File: src/hdl/lcd_pin_pkg.sv
package lcd_pin_pkg;

  // ------------------------------------------------------------
  // Register map: word indices, byte address is four times each.
  // ------------------------------------------------------------
  localparam int AXI_ADDR_W = 18;
  localparam logic [15:0] IDX_PANEL_MODE = 16'h0000;
  localparam logic [15:0] IDX_GPIO_OUT = 16'h0060;
  localparam logic [15:0] IDX_GPIO_CFG = 16'h0064;
  localparam logic [15:0] IDX_GPIO_IN = 16'h0068;
  localparam logic [15:0] IDX_PWM_CFG = 16'h0070;
  localparam logic [15:0] IDX_IRQ_STATUS = 16'h0080;
  localparam logic [15:0] IDX_IRQ_MASK = 16'h0084;
  localparam logic [15:0] IDX_USB_SVC_A = 16'h404A;
  localparam logic [15:0] IDX_USB_SVC_B = 16'h404C;

  // ------------------------------------------------------------
  // Field positions.
  // ------------------------------------------------------------
  localparam int MODE_KIND_LSB = 0;
  localparam int MODE_DISPLAY_ENABLE_OUT_GPO_BIT = 2;
  localparam int MODE_DISPLAY_ENABLE_OUT_LEVEL_BIT = 3;
  localparam int MODE_USB_FUNC_BIT = 4;
  localparam int MODE_PWM_CLOCK_BIT = 5;
  localparam int MODE_PWM_LEVEL_BIT = 6;
  localparam int PWM_PERIOD_LSB = 0;
  localparam int PWM_DUTY_LSB = 8;
  localparam int IRQ_USB_BIT = 0;
  localparam int IRQ_CABLE_BIT = 1;
  localparam int GPIO_USB_PULLUP = 4;
  localparam int GPIO_USB_SENSE = 5;
  localparam int GPIO_USB_MINUS = 6;
  localparam int GPIO_USB_PLUS = 7;

  // ------------------------------------------------------------
  // Reset values and bus answers.
  // ------------------------------------------------------------
  localparam logic [7:0] MODE_RST = 8'h00;
  localparam logic [7:0] GPIO_OUT_RST = 8'h00;
  localparam logic [7:0] GPIO_CFG_RST = 8'h00;
  localparam logic [15:0] PWM_CFG_RST = 16'h0000;
  localparam logic [7:0] IRQ_MASK_RST = 8'h01;
  localparam logic [1:0] RESP_OKAY = 2'h0;
  localparam logic [1:0] RESP_SLVERR = 2'h2;

  // ------------------------------------------------------------
  // Types.
  // ------------------------------------------------------------
  typedef enum logic [1:0] {
    PANEL_PASSIVE,
    PANEL_PASSIVE_FMT1,
    PANEL_TFT,
    PANEL_DIRECT_TFT
  } panel_kind_t;

  typedef struct packed {
    logic [17:0] data;
    logic frame;
    logic line;
    logic shift;
    logic enable;
    logic second_shift_clock;
    logic backplane_bias_toggle;
  } panel_timing_t;

  typedef struct packed {
    logic vertical_start_pulse;
    logic latch_pulse;
    logic source_clock;
    logic panel_power_save;
    logic gate_control_signal;
    logic polarity_reversal;
    logic source_start_pulse;
  } direct_tft_t;

  typedef struct packed {
    logic usb_pullup_control;
    logic minus_out;
    logic minus_oe;
    logic plus_out;
    logic plus_oe;
  } usb_drive_t;

  typedef struct packed {
    logic usb_cable_sense;
    logic usb_minus_line;
    logic usb_plus_line;
  } usb_sense_t;

endpackage

File: src/hdl/lcd_panel_pin_mux.sv
//
// Contract
// - Drive 18-bit panel data bus out.
// - Frame pin: frame pulse or vertical start.
// - Line pin: line pulse or latch pulse.
// - Shift pin: pixel clock or source clock.
// - Ready pin: enable, shift2, bias or level.
// - Direct mode: pins 0-3 carry panel controls when configured as outputs.
// - Pins float in reset, inputs afterwards.
// - Pins 4-7 serve USB pull-up, sense, data.
// - USB interrupt held high until serviced or masked.
// - PWM pin: generated clock or level.
// - Reset restores registers, outputs go inactive.
//
`timescale 1ns/1ps
`default_nettype none

module lcd_panel_pin_mux (
  // Clock and reset.
  input wire logic clk,
  input wire logic rst,
  // AXI4-Lite register slave.
  input wire logic [lcd_pin_pkg::AXI_ADDR_W-1:0] awaddr,
  input wire logic awvalid,
  output logic awready,
  input wire logic [31:0] wdata,
  input wire logic [3:0] wstrb,
  input wire logic wvalid,
  output logic wready,
  output logic [1:0] bresp,
  output logic bvalid,
  input wire logic bready,
  input wire logic [lcd_pin_pkg::AXI_ADDR_W-1:0] araddr,
  input wire logic arvalid,
  output logic arready,
  output logic [31:0] rdata,
  output logic [1:0] rresp,
  output logic rvalid,
  input wire logic rready,
  // Internal panel timing and USB engines.
  input wire lcd_pin_pkg::panel_timing_t timing,
  input wire lcd_pin_pkg::direct_tft_t direct,
  input wire lcd_pin_pkg::usb_drive_t usb_drive,
  output var lcd_pin_pkg::usb_sense_t usb_sense,
  // USB link clock and interrupt source.
  input wire logic usb_link_clk,
  input wire logic usb_irq_src,
  // Panel pins.
  output logic [17:0] panel_data_out,
  output logic frame_pulse_out,
  output logic line_pulse_out,
  output logic pixel_shift_clock_out,
  output logic display_enable_out,
  // General purpose pins.
  input wire logic [7:0] gpio_pin_in,
  output logic [7:0] gpio_pin_out,
  output logic [7:0] gpio_pin_oe,
  // Interrupt and PWM pins.
  output logic usb_interrupt_out,
  output logic pwm_clock_pin
);

  // ------------------------------------------------------------
  // Address decode.
  // ------------------------------------------------------------
  typedef enum logic [3:0] {
    SEL_NONE, SEL_MODE, SEL_GPIO_OUT, SEL_GPIO_CFG, SEL_GPIO_IN,
    SEL_PWM, SEL_STATUS, SEL_MASK, SEL_SVC_A, SEL_SVC_B
  } reg_sel_t;

  function automatic reg_sel_t decode_addr(input logic [lcd_pin_pkg::AXI_ADDR_W-1:0] addr);
    reg_sel_t sel;
    sel = SEL_NONE;
    if (addr[1:0] == 2'h0) begin
      case (addr[17:2])
        lcd_pin_pkg::IDX_PANEL_MODE: sel = SEL_MODE;
        lcd_pin_pkg::IDX_GPIO_OUT: sel = SEL_GPIO_OUT;
        lcd_pin_pkg::IDX_GPIO_CFG: sel = SEL_GPIO_CFG;
        lcd_pin_pkg::IDX_GPIO_IN: sel = SEL_GPIO_IN;
        lcd_pin_pkg::IDX_PWM_CFG: sel = SEL_PWM;
        lcd_pin_pkg::IDX_IRQ_STATUS: sel = SEL_STATUS;
        lcd_pin_pkg::IDX_IRQ_MASK: sel = SEL_MASK;
        lcd_pin_pkg::IDX_USB_SVC_A: sel = SEL_SVC_A;
        lcd_pin_pkg::IDX_USB_SVC_B: sel = SEL_SVC_B;
        default: sel = SEL_NONE;
      endcase
    end
    return sel;
  endfunction

  // ------------------------------------------------------------
  // Pin synchronisers, link edge and events.
  // ------------------------------------------------------------
  logic [9:0] pins_s;
  logic link_prev_reg, link_prev_next;
  logic src_prev_reg, src_prev_next;
  logic cable_prev_reg, cable_prev_next;
  logic link_rise, usb_evt, cable_evt;

  pin_sync #(.WIDTH(10)) u_pin_sync (
    .clk(clk),
    .rst(rst),
    .d({usb_irq_src, usb_link_clk, gpio_pin_in}),
    .q(pins_s)
  );

  // The source is only trusted at link clock rising edges, as the USB engine launches it there.
  always_comb begin
    link_rise = pins_s[8] & ~link_prev_reg;
    usb_evt = link_rise & pins_s[9] & ~src_prev_reg;
    cable_evt = (pins_s[lcd_pin_pkg::GPIO_USB_SENSE] != cable_prev_reg);
    link_prev_next = pins_s[8];
    src_prev_next = link_rise ? pins_s[9] : src_prev_reg;
    cable_prev_next = pins_s[lcd_pin_pkg::GPIO_USB_SENSE];
  end

  always_ff @(posedge clk) begin
    if (rst) begin
      link_prev_reg <= 1'b0;
      src_prev_reg <= 1'b0;
      cable_prev_reg <= 1'b0;
    end else begin
      link_prev_reg <= link_prev_next;
      src_prev_reg <= src_prev_next;
      cable_prev_reg <= cable_prev_next;
    end
  end

  // ------------------------------------------------------------
  // Bus slave and register file.
  // ------------------------------------------------------------
  logic awready_reg, awready_next, wready_reg, wready_next;
  logic aw_have_reg, aw_have_next, w_have_reg, w_have_next;
  logic [lcd_pin_pkg::AXI_ADDR_W-1:0] waddr_reg, waddr_next;
  logic [31:0] wdata_reg, wdata_next;
  logic [3:0] wstrb_reg, wstrb_next;
  logic bvalid_reg, bvalid_next, arready_reg, arready_next, rvalid_reg, rvalid_next;
  logic [1:0] bresp_reg, bresp_next, rresp_reg, rresp_next;
  logic [31:0] rdata_reg, rdata_next;
  logic [7:0] mode_reg, mode_next, gpo_reg, gpo_next, cfg_reg, cfg_next;
  logic [7:0] status_reg, status_next, mask_reg, mask_next, clr;
  logic [15:0] pwm_cfg_reg, pwm_cfg_next;
  logic wr_fire, ar_fire, lo_en;
  reg_sel_t wsel, rsel;

  always_comb begin
    wr_fire = aw_have_reg & w_have_reg & ~bvalid_reg;
    ar_fire = arvalid & arready_reg;
    wsel = decode_addr(waddr_reg);
    rsel = decode_addr(araddr);
    lo_en = wr_fire & wstrb_reg[0];
    waddr_next = (awvalid & awready_reg) ? awaddr : waddr_reg;
    wdata_next = (wvalid & wready_reg) ? wdata : wdata_reg;
    wstrb_next = (wvalid & wready_reg) ? wstrb : wstrb_reg;
    aw_have_next = aw_have_reg ? ~wr_fire : (awvalid & awready_reg);
    w_have_next = w_have_reg ? ~wr_fire : (wvalid & wready_reg);
    bvalid_next = wr_fire | (bvalid_reg & ~bready);
    bresp_next = bresp_reg;
    if (wr_fire) begin
      bresp_next = (wsel == SEL_NONE) ? lcd_pin_pkg::RESP_SLVERR : lcd_pin_pkg::RESP_OKAY;
    end
    awready_next = ~aw_have_next & ~bvalid_next;
    wready_next = ~w_have_next & ~bvalid_next;
    rvalid_next = ar_fire | (rvalid_reg & ~rready);
    arready_next = ~rvalid_next;
    rdata_next = rdata_reg;
    rresp_next = rresp_reg;
    if (ar_fire) begin
      rresp_next = lcd_pin_pkg::RESP_OKAY;
      case (rsel)
        SEL_MODE: rdata_next = {24'h000000, mode_reg};
        SEL_GPIO_OUT: rdata_next = {24'h000000, gpo_reg};
        SEL_GPIO_CFG: rdata_next = {24'h000000, cfg_reg};
        SEL_GPIO_IN: rdata_next = {24'h000000, pins_s[7:0]};
        SEL_PWM: rdata_next = {16'h0000, pwm_cfg_reg};
        SEL_STATUS: rdata_next = {24'h000000, status_reg};
        SEL_MASK: rdata_next = {24'h000000, mask_reg};
        SEL_SVC_A, SEL_SVC_B: rdata_next = {31'h00000000, status_reg[lcd_pin_pkg::IRQ_USB_BIT]};
        default: begin
          rdata_next = 32'h00000000;
          rresp_next = lcd_pin_pkg::RESP_SLVERR;
        end
      endcase
    end
    mode_next = (lo_en && wsel == SEL_MODE) ? wdata_reg[7:0] : mode_reg;
    gpo_next = (lo_en && wsel == SEL_GPIO_OUT) ? wdata_reg[7:0] : gpo_reg;
    cfg_next = (lo_en && wsel == SEL_GPIO_CFG) ? wdata_reg[7:0] : cfg_reg;
    mask_next = (lo_en && wsel == SEL_MASK) ? wdata_reg[7:0] : mask_reg;
    pwm_cfg_next = pwm_cfg_reg;
    if (lo_en && wsel == SEL_PWM) begin
      pwm_cfg_next[7:0] = wdata_reg[7:0];
    end
    if (wr_fire && wstrb_reg[1] && wsel == SEL_PWM) begin
      pwm_cfg_next[15:8] = wdata_reg[15:8];
    end
    // Servicing at either USB register clears the same pending flag; a new event wins.
    clr = 8'h00;
    if (lo_en && wsel == SEL_STATUS) begin
      clr = wdata_reg[7:0];
    end
    if (lo_en && (wsel == SEL_SVC_A || wsel == SEL_SVC_B)) begin
      clr[lcd_pin_pkg::IRQ_USB_BIT] = wdata_reg[lcd_pin_pkg::IRQ_USB_BIT];
    end
    status_next = (status_reg & ~clr) | {6'h00, cable_evt, usb_evt};
  end

  always_ff @(posedge clk) begin
    if (rst) begin
      awready_reg <= 1'b0;
      wready_reg <= 1'b0;
      aw_have_reg <= 1'b0;
      w_have_reg <= 1'b0;
      waddr_reg <= '0;
      wdata_reg <= 32'h00000000;
      wstrb_reg <= 4'h0;
      bvalid_reg <= 1'b0;
      bresp_reg <= lcd_pin_pkg::RESP_OKAY;
      arready_reg <= 1'b0;
      rvalid_reg <= 1'b0;
      rresp_reg <= lcd_pin_pkg::RESP_OKAY;
      rdata_reg <= 32'h00000000;
      mode_reg <= lcd_pin_pkg::MODE_RST;
      gpo_reg <= lcd_pin_pkg::GPIO_OUT_RST;
      cfg_reg <= lcd_pin_pkg::GPIO_CFG_RST;
      pwm_cfg_reg <= lcd_pin_pkg::PWM_CFG_RST;
      status_reg <= 8'h00;
      mask_reg <= lcd_pin_pkg::IRQ_MASK_RST;
    end else begin
      awready_reg <= awready_next;
      wready_reg <= wready_next;
      aw_have_reg <= aw_have_next;
      w_have_reg <= w_have_next;
      waddr_reg <= waddr_next;
      wdata_reg <= wdata_next;
      wstrb_reg <= wstrb_next;
      bvalid_reg <= bvalid_next;
      bresp_reg <= bresp_next;
      arready_reg <= arready_next;
      rvalid_reg <= rvalid_next;
      rresp_reg <= rresp_next;
      rdata_reg <= rdata_next;
      mode_reg <= mode_next;
      gpo_reg <= gpo_next;
      cfg_reg <= cfg_next;
      pwm_cfg_reg <= pwm_cfg_next;
      status_reg <= status_next;
      mask_reg <= mask_next;
    end
  end

  // ------------------------------------------------------------
  // Pin multiplexer.
  // ------------------------------------------------------------
  lcd_pin_pkg::panel_kind_t kind;
  logic [17:0] data_reg, data_next;
  logic frame_reg, frame_next, line_reg, line_next, shift_reg, shift_next;
  logic ready_reg, ready_next, irq_reg, irq_next, pwm_reg, pwm_next, pwm_wave;
  logic [7:0] gout_reg, gout_next, goe_reg, goe_next;
  lcd_pin_pkg::usb_sense_t sense_reg, sense_next;
  logic [3:0] direct_bits;
  logic usb_mode;

  pwm_gen u_pwm_gen (
    .clk(clk),
    .rst(rst),
    .period(pwm_cfg_reg[lcd_pin_pkg::PWM_PERIOD_LSB +: 8]),
    .duty(pwm_cfg_reg[lcd_pin_pkg::PWM_DUTY_LSB +: 8]),
    .pwm(pwm_wave)
  );

  always_comb begin
    kind = lcd_pin_pkg::panel_kind_t'(mode_reg[lcd_pin_pkg::MODE_KIND_LSB +: 2]);
    usb_mode = mode_reg[lcd_pin_pkg::MODE_USB_FUNC_BIT];
    direct_bits = {direct.source_start_pulse, direct.polarity_reversal,
                   direct.gate_control_signal, direct.panel_power_save};
    data_next = timing.data;
    frame_next = (kind == lcd_pin_pkg::PANEL_DIRECT_TFT) ? direct.vertical_start_pulse
                                                         : timing.frame;
    line_next = (kind == lcd_pin_pkg::PANEL_DIRECT_TFT) ? direct.latch_pulse : timing.line;
    shift_next = (kind == lcd_pin_pkg::PANEL_DIRECT_TFT) ? direct.source_clock
                                                         : timing.shift;
    case (kind)
      lcd_pin_pkg::PANEL_TFT: ready_next = timing.enable;
      lcd_pin_pkg::PANEL_PASSIVE_FMT1: ready_next = timing.second_shift_clock;
      default: ready_next = timing.backplane_bias_toggle;
    endcase
    if (mode_reg[lcd_pin_pkg::MODE_DISPLAY_ENABLE_OUT_GPO_BIT]) begin
      ready_next = mode_reg[lcd_pin_pkg::MODE_DISPLAY_ENABLE_OUT_LEVEL_BIT];
    end
    // A pin drives only when software made it an output, except in USB mode, where pins 4-7 take fixed or USB engine directions; an input pin never floats our side.
    for (int i = 0; i < 8; i++) begin
      gout_next[i] = gpo_reg[i];
      goe_next[i] = cfg_reg[i];
    end
    if (kind == lcd_pin_pkg::PANEL_DIRECT_TFT) begin
      gout_next[3:0] = direct_bits;
    end
    if (usb_mode) begin
      gout_next[lcd_pin_pkg::GPIO_USB_PULLUP] = usb_drive.usb_pullup_control;
      goe_next[lcd_pin_pkg::GPIO_USB_PULLUP] = 1'b1;
      goe_next[lcd_pin_pkg::GPIO_USB_SENSE] = 1'b0;
      gout_next[lcd_pin_pkg::GPIO_USB_MINUS] = usb_drive.minus_out;
      goe_next[lcd_pin_pkg::GPIO_USB_MINUS] = usb_drive.minus_oe;
      gout_next[lcd_pin_pkg::GPIO_USB_PLUS] = usb_drive.plus_out;
      goe_next[lcd_pin_pkg::GPIO_USB_PLUS] = usb_drive.plus_oe;
    end
    sense_next.usb_cable_sense = pins_s[lcd_pin_pkg::GPIO_USB_SENSE] & usb_mode;
    sense_next.usb_minus_line = pins_s[lcd_pin_pkg::GPIO_USB_MINUS] & usb_mode;
    sense_next.usb_plus_line = pins_s[lcd_pin_pkg::GPIO_USB_PLUS] & usb_mode;
    irq_next = |(status_next & mask_next);
    pwm_next = mode_reg[lcd_pin_pkg::MODE_PWM_CLOCK_BIT] ? pwm_wave
                                                         : mode_reg[lcd_pin_pkg::MODE_PWM_LEVEL_BIT];
  end

  always_ff @(posedge clk) begin
    if (rst) begin
      data_reg <= 18'h00000;
      frame_reg <= 1'b0;
      line_reg <= 1'b0;
      shift_reg <= 1'b0;
      ready_reg <= 1'b0;
      gout_reg <= 8'h00;
      goe_reg <= 8'h00;
      sense_reg <= '0;
      irq_reg <= 1'b0;
      pwm_reg <= 1'b0;
    end else begin
      data_reg <= data_next;
      frame_reg <= frame_next;
      line_reg <= line_next;
      shift_reg <= shift_next;
      ready_reg <= ready_next;
      gout_reg <= gout_next;
      goe_reg <= goe_next;
      sense_reg <= sense_next;
      irq_reg <= irq_next;
      pwm_reg <= pwm_next;
    end
  end

  assign awready = awready_reg;
  assign wready = wready_reg;
  assign bvalid = bvalid_reg;
  assign bresp = bresp_reg;
  assign arready = arready_reg;
  assign rvalid = rvalid_reg;
  assign rresp = rresp_reg;
  assign rdata = rdata_reg;
  assign panel_data_out = data_reg;
  assign frame_pulse_out = frame_reg;
  assign line_pulse_out = line_reg;
  assign pixel_shift_clock_out = shift_reg;
  assign display_enable_out = ready_reg;
  assign gpio_pin_out = gout_reg;
  assign gpio_pin_oe = goe_reg;
  assign usb_sense = sense_reg;
  assign usb_interrupt_out = irq_reg;
  assign pwm_clock_pin = pwm_reg;
endmodule // lcd_panel_pin_mux

`default_nettype wire

File: src/hdl/pin_sync.sv
`timescale 1ns/1ps
`default_nettype none

module pin_sync #(
  parameter int WIDTH = 1
) (
  // Clock and reset.
  input wire logic clk,
  input wire logic rst,
  // Asynchronous levels in, synchronised levels out.
  input wire logic [WIDTH-1:0] d,
  output logic [WIDTH-1:0] q
);

  logic [WIDTH-1:0] meta_reg;
  logic [WIDTH-1:0] sync_reg;

  // The first stage feeds only the second; nothing else may look at it.
  always_ff @(posedge clk) begin
    if (rst) begin
      meta_reg <= '0;
      sync_reg <= '0;
    end else begin
      meta_reg <= d;
      sync_reg <= meta_reg;
    end
  end

  assign q = sync_reg;

endmodule // pin_sync

`default_nettype wire

File: src/hdl/pwm_gen.sv
`timescale 1ns/1ps
`default_nettype none

module pwm_gen (
  // Clock and reset.
  input wire logic clk,
  input wire logic rst,
  // Shape of the wave in clock cycles.
  input wire logic [7:0] period,
  input wire logic [7:0] duty,
  // Wave out.
  output logic pwm
);

  logic [7:0] count_reg;
  logic [7:0] count_next;
  logic pwm_reg;
  logic pwm_next;

  // A zero period parks the wave low rather than running a zero-length cycle.
  always_comb begin
    count_next = (count_reg >= period) ? 8'h00 : 8'(count_reg + 8'h01);
    pwm_next = (period != 8'h00) && (count_reg < duty);
  end

  always_ff @(posedge clk) begin
    if (rst) begin
      count_reg <= 8'h00;
      pwm_reg <= 1'b0;
    end else begin
      count_reg <= count_next;
      pwm_reg <= pwm_next;
    end
  end

  assign pwm = pwm_reg;

endmodule // pwm_gen

`default_nettype wire

File: config.mk
export PLATFORM = sky130hd
export DESIGN_NAME = lcd_panel_pin_mux
export DESIGN_NICKNAME = d
export VERILOG_FILES = /design/src/hdl/lcd_pin_pkg.sv /design/src/hdl/lcd_panel_pin_mux.sv /design/src/hdl/pin_sync.sv /design/src/hdl/pwm_gen.sv
export SDC_FILE = /design/constraint.sdc
export NUM_CORES = 1
export LEC_CHECK = 0
export ABC_AREA = 1
export BUFFER_PORTS_ARGS = -buffer_cell sky130_fd_sc_hd__buf_2
export CAP_MARGIN = 20
export CORE_ASPECT_RATIO = 0.7
export CORE_MARGIN = 3
export CORE_UTILIZATION = 40
export CTS_BUF_LIST = sky130_fd_sc_hd__clkbuf_16
export DETAILED_ROUTE_END_ITERATION = 10
export GPL_ROUTABILITY_DRIVEN = 0
export PLACE_DENSITY_LB_ADDON = 0.12
export SLEW_MARGIN = 20
export SYNTH_ARGS = -nofsm -noshare
export SYNTH_HDL_FRONTEND = slang
export SYNTH_SLANG_ARGS = --single-unit
export TNS_END_PERCENT = 30
File: constraint.sdc
create_clock -name clk -period 2.7 [get_ports clk]
set_clock_uncertainty 0.1 [all_clocks]
set_input_delay 0.81 -clock clk [delete_from_list [all_inputs] [get_ports clk]]
set_output_delay 0.81 -clock clk [all_outputs]
set_load 0.05 [all_outputs]
==> results of run 1 <==
## cell families after synthesis
group	share of synthesized area (%)
xor+xnor	0.418
buf+inv	10.8
flops	45.8
fa+ha+maj	2.83
simple gates	27.1
compound gates	13.0
mux	0.119
other cells	0.0447
## cell type report
class | count | area, µm² | area share, %
multi-input combinational | 748 | 3720 | 36.5
tap | 270 | 338 | 3.31
inverter | 149 | 559 | 5.49
timing repair buffer | 207 | 1190 | 11.7
clock buffer | 17 | 425 | 4.17
clock inverter | 15 | 116 | 1.14
sequential | 192 | 3840 | 37.7
## Yosys cell counts (all sizes together)
| cell | instances | area [µm²] |
|---|---|---|
| o21bai | 1 | 7.51 |
| nand2 | 147 | 567 |
| xor2 | 2 | 17.5 |
| o31ai | 1 | 7.51 |
| and3 | 1 | 6.26 |
| nand3 | 67 | 350 |
| o21ai | 83 | 415 |
| a21oi | 79 | 407 |
| buf | 34 | 230 |
| a31oi | 1 | 6.26 |
| nor2 | 233 | 943 |
| a211oi | 24 | 190 |
| or2 | 3 | 18.8 |
| o311ai | 1 | 8.76 |
| ha | 19 | 238 |
| clkbuf | 30 | 113 |
| mux2i | 1 | 10.0 |
| nor3 | 12 | 86.3 |
| inv | 146 | 548 |
| a21boi | 2 | 15.0 |
| o211ai | 3 | 22.5 |
| clkinv | 3 | 11.3 |
| xnor2 | 2 | 17.5 |
| nor3b | 1 | 7.51 |
| a22o | 1 | 8.76 |
| nand3b | 3 | 22.5 |
| nand4 | 42 | 263 |
| conb | 1 | 3.75 |
| nor4 | 1 | 6.26 |
| dfxtp | 192 | 3840 |
## how the worst max path moves through the flow
stage                                          start                           end  slack [ps]  depth (start not counted)
after floorplan                           araddr[13]         rdata[1]$_SDFFE_PP0P_         210                         14
after global placement                    araddr[13]         rdata[5]$_SDFFE_PP0P_         -20                         15
after detailed placement                  araddr[13]         rdata[7]$_SDFFE_PP0P_         -30                         16
after CTS                 waddr_reg[14]$_SDFFE_PP0P_  usb_interrupt_out$_SDFF_PP0_         120                         14
after global routing       waddr_reg[2]$_SDFFE_PP0P_  usb_interrupt_out$_SDFF_PP0_          20                         14
final                     waddr_reg[14]$_SDFFE_PP0P_  usb_interrupt_out$_SDFF_PP0_         210                         14
## metal layers
| layer | GRT usage (%) | vias up | wire length, µm |
|---|---|---|---|
| met5 | 0 | - | 0 |
| met4 | 4.68 | 0 | 157 |
| met3 | 3.48 | 18 | 1550 |
| met2 | 29.5 | 209 | 9410 |
| met1 | 29.1 | 3459 | 11100 |
| li1 | - | 4001 | - |
## report_power, final
group	internal, mW	switching (mW)	total [mW]
Combinational	0.167	0.421	0.589
Sequential	2.92	0.0427	2.96
Clock	1.19	1.15	2.34
Total	4.27	1.61	5.89
## metrics by stage
stage | setup slack, ps | util, % | cell area [µm²] | hold WS [ps]
2_1_floorplan | 208 | - | 8460 | 288
3_3_place_gp | -19.0 | 47.8 | 9640 | 295
3_5_place_dp | -32.8 | 47.8 | 9640 | 297
4_1_cts | 115 | 50.5 | 10200 | 306
5_1_grt | 24.0 | 50.5 | 10200 | 326
6_report | 205 | 50.5 | 10200 | 304
## worst min-delay path: stages, from the launching register on
cell and delay (ps):
dfxtp_1 300, inv_1 40, nor2_1 30
==> metrics.csv, run 1 <==
metric;value;unit
outcome;complete, no violations;
vias in the first global route;7127;
Die H;127;µm
Die W;179;µm
number of CTS-inserted buffers;17;
Die Area;22800;µm²
Critical R2R Launch;waddr_reg[14]$_SDFFE_PP0P_;
Crit path largest cell delay;320;ps
CP cell instances;nor2_1 > nand2_1 > nor2_8 > nand3_1 > nand3_1 > nand2_2 > nor2_2 > nand2_2 > o21ai_1 > nand2_1 > nand2_1 > nand3_1 > nor2_1 > nor2_1;
Mean Syn Cell Area;7.39;µm²
max cap viols;0;
dpl cells;1566;
post-CTS setup buffer count;0;
min Tclk post-route;2490;ps
commonest non-fill, non-tap cell in the layout;nor2_1;
Vias;7687;
Hold Startpoint;u_pin_sync.meta_reg[6]$_SDFF_PP0_;
number of fill cells in the layout;2096;
Setup-failing EPs final;0;
GRT Util Overall;19.6;%
critical path fanouts, max;9;
pwr/cell area;577;nW/µm²
FP Rows;43;
DP HPWL;16700;µm
Remaining DRCs;0;
unrepaired setup endpoints after global routing;no;
synthesized area;8390;µm²
count of cell types in the netlist;45;
static leakage;4.69;nW
worst r2r dst;usb_interrupt_out$_SDFF_PP0_;
CTS clk-pin slew, worst paths;70;ps
Hold Vio Cnt, Final;0;
CTS tree;yes;
layout cells sized above 1;20.9;%
slowest CP cell;dfxtp_1;
crit start category;flop;
commonest non-fill, non-tap cells in the layout;217 x nor2_1, 192 x dfxtp_1, 171 x buf_2;
required time worst endpoint;2900;ps
first-pass GRT wire length;35600;µm
antenna violations before repair;0;
via/cell ratio;4.81;
Core ar.;20200;µm²
Final Max Tran Viols;0;
Layout area overhead;21.5;%
Slew HR;55.2;%
Setup TNS Final;0;ps
crit share post-route;92.4;%
register area share after synthesis;45.8;%
hold_buf cts;0;
worst path bufs/invs;0;
FMAX;0.401;GHz
Routed Antenna Nets;0;
final net count;1459;
total wire length;22200;µm
critical path type;reg2reg;
Non-Filler Instances;1598;
Setup crit end kind;flop;
DRT iter0 DRCs;548;
Clock Sinks;192;
grt ovf;0;
Longest Clk Path Bufs;2;
antenna cell count;0;
CTS resizes;0;
PortBufs;172;
Hold Path End;u_pin_sync.q[6]$_SDFF_PP0_;
Ports;209;
Clock Tree Root;clkbuf_16;
initial core utilization;41.6;%
Worst Hold Class;reg2reg;
Pwr Total;5.89;mW
Worst VDD drop;369;µV
Synth Instances;1136;
largest net degree at the start of global routing;68;
Reg2Reg Depth;14;
delay-heaviest family, CP;simple AND/OR/NAND/NOR gates;
flop2flop setup slack;210;ps
htree depth;4;
clk_lat worst skew;430;ps
Worst-Margin Slew;671;ps
YS warnings;0;
#FFs+latches synth;192;
drt wl/cell;13.9;µm
Arr. time, crit path;2690;ps
drt pass-1 iters;5;
worst hold path depth;2;
Note: power is estimated with default switching activity, not from simulation.
==> run 2, diff against run 1 <==
==> constraint.sdc (replaced) <==
create_clock -name clk -period 2.2 [get_ports clk]
set_clock_uncertainty 0.1 [all_clocks]
set_input_delay 0.66 -clock clk [delete_from_list [all_inputs] [get_ports clk]]
set_output_delay 0.66 -clock clk [all_outputs]
set_load 0.05 [all_outputs]
==> metrics.csv, run 2 (synthesis results as in run 1) <==
metric;value;unit;change
Arr. time, crit path;2410;ps;-280 ps
grt ovf;0;;unchanged
Setup-failing EPs final;0;;unchanged
Final Max Tran Viols;0;;unchanged
drt wl/cell;14.2;µm;+2.0%
slowest CP cell;nor2_1;;
clk_lat worst skew;440;ps;about the same
static leakage;5.21;nW;+11%
final core occ;57.2;%;+6.7 points
sw power;2.12;mW;+32%
Hold Vio Cnt, Final;0;;unchanged
Clk network pwr share;39.2;%;-0.5 points
antenna violations before repair;0;;unchanged
largest net degree at the start of global routing;113;;+66%
hold_buf cts;0;;unchanged
crit share post-route;99.8;%;+7.4 points
commonest non-fill, non-tap cell in the layout;nor2_1;;
Worst Hold Class;reg2reg;;
pwr/cell area;649;nW/µm²;+12%
critical path fanouts, max;5;;-4
antenna cell count;0;;unchanged
CTS tree;yes;;
DP HPWL;17100;µm;+2.0%
layout cells sized above 1;33.4;%;+12 points
Worst-Margin Slew;663;ps;-8.68 ps
Ports;209;;unchanged
Vias;8119;;+5.6%
initial core utilization;41.6;%;unchanged
total wire length;23700;µm;+6.8%
Longest Clk Path Bufs;2;;unchanged
Sw Ratio;28.3;%;+0.94 points
required time worst endpoint;2410;ps;-490 ps
crit path from;waddr_reg[0]$_SDFFE_PP0P_;;
Slew HR;55.7;%;+0.58 points
Remaining DRCs;0;;unchanged
Die Area;22800;µm²;unchanged
first-pass GRT wire length;36200;µm;+1.5%
htree depth;4;;unchanged
CTS clk-pin slew, worst paths;70;ps;about the same
unrepaired setup endpoints after global routing;yes;;
min Tclk post-route;2200;ps;-299 ps
critical path type;reg2reg;;
Hold Startpoint;u_pin_sync.meta_reg[3]$_SDFF_PP0_;;
vias in the first global route;7330;;+2.8%
most frequent CP cell;nand2_1;;
outcome;complete, no violations;;
pre-CTS setup slack;-421;ps;-388 ps
Clock Sinks;192;;unchanged
GRT Util Overall;19.9;%;+0.31 points
DRT iter0 DRCs;416;;-24%
FP Rows;43;;unchanged
CP cell instances;nor2_1 > inv_1 > nor2_2 > o21bai_1 > nand2_1 > nand2_1 > nand2_1 > nand2_1 > nand3_2 > nor2_4 > nor2_2;;
final net count;1534;;+5.1%
worst hold path depth;2;;unchanged
Critical R2R Launch;waddr_reg[0]$_SDFFE_PP0P_;;
max cap viols;0;;unchanged
Flop pwr share;48.6;%;-1.7 points
commonest non-fill, non-tap cells in the layout;192 x nor2_1, 181 x dfxtp_1, 165 x buf_2;;
Pint;5.37;mW;+26%
Crit path largest cell delay;450;ps;+130 ps
Routed Antenna Nets;0;;unchanged
final setup margin;4.34;ps;-201 ps
power share of the combinational group;12.2;%;+2.2 points
number of CTS-inserted buffers;17;;unchanged
Die W;179;µm;unchanged
Reg2Reg Depth;11;;-3
crit start category;flop;;
Clock Tree Root;clkbuf_16;;
Worst VDD drop;558;µV;+51%
Layout area overhead;37.6;%;
PortBufs;172;;unchanged
drt pass-1 iters;5;;unchanged
via/cell ratio;4.85;;+0.88%
Die H;127;µm;unchanged
FMAX;0.455;GHz;+14%
Core ar.;20200;µm²;unchanged
Setup crit end kind;flop;;
[run 2: changes by cell type in the layout (fill, tap and decap cells not counted), moves of 12 or more]
cell / delta
buf_4: +50
buf_6: +18
nand2_1: -17
nand3_1: -25
nand3_2: +19
nor2_1: -25
nor2_4: +23
o21ai_0: -12
o21ai_2: +12
[run 2: path summary, 6_finish.rpt]
path                                   to  slack (ps)
max          usb_interrupt_out$_SDFF_PP0_           4
min            u_pin_sync.q[3]$_SDFF_PP0_         300
max reg2reg  usb_interrupt_out$_SDFF_PP0_           4
min reg2reg    u_pin_sync.q[3]$_SDFF_PP0_         300
[run 2: per-layer routing]
layer  part of all wire (%)  wire length, µm  vias up  GRT usage, %
met3                    7.8             1860       29          5.05
met5                      0                0        -             0
met2                     44            10400      251          30.5
li1                       -                -     4165             -
met1                     47            11200     3674          28.5
met4                    1.1              261        0          4.23
[run 2: critical path: cells and delay by family (launching register included)]
family	cells	cell delay, ps
AO/OA/AOI/OAI	1	140
buffers and inverters	1	220
flip-flops	1	320
AND/OR/NAND/NOR	9	1300
[run 2: repair_timing]
action / CTS / global route
buffers inserted: 6 / 10
cloned: 1 / 6
pin swaps: 21 / 41
endpoints found under the setup margin: 17 / 67
gates resized for setup: 51 / 123
[run 2: area by class of cell]
class | count | area (µm²)
tap | 270 | 338
fill | 1932 | 8630
timing repair inverter | 1 | 7.51
multi-input combinational | 750 | 4260
clock buffer | 17 | 425
timing repair buffer | 279 | 1960
clock inverter | 15 | 129
sequential | 192 | 3860
inverter | 149 | 569
[run 2: power groups by stage]
stage,Sequential (mW),Combinational [mW],Clock (mW)
2_1_floorplan,3.80,0.413,0
3_3_place_gp,3.70,0.784,0
3_5_place_dp,3.71,0.790,0
4_1_cts,3.63,0.838,3.00
5_1_grt,3.65,0.998,3.14
6_report,3.64,0.917,2.94
[run 2: per-stage QoR]
| step | hold slack (ps) | area, µm² | std cells | power [mW] | setup TNS [ps] |
|---|---|---|---|---|---|
| floorplan | 288 | 8540 | 1153 | 4.22 | -252 |
| global placement | 296 | 10200 | 1618 | 4.49 | -5990 |
| detailed placement | 292 | 10200 | 1618 | 4.50 | -6450 |
| CTS | 302 | 10900 | 1657 | 7.47 | 0 |
| global route | 308 | 11500 | 1673 | 7.79 | -1540 |
| finish | 302 | 11500 | 1673 | 7.49 | 0 |
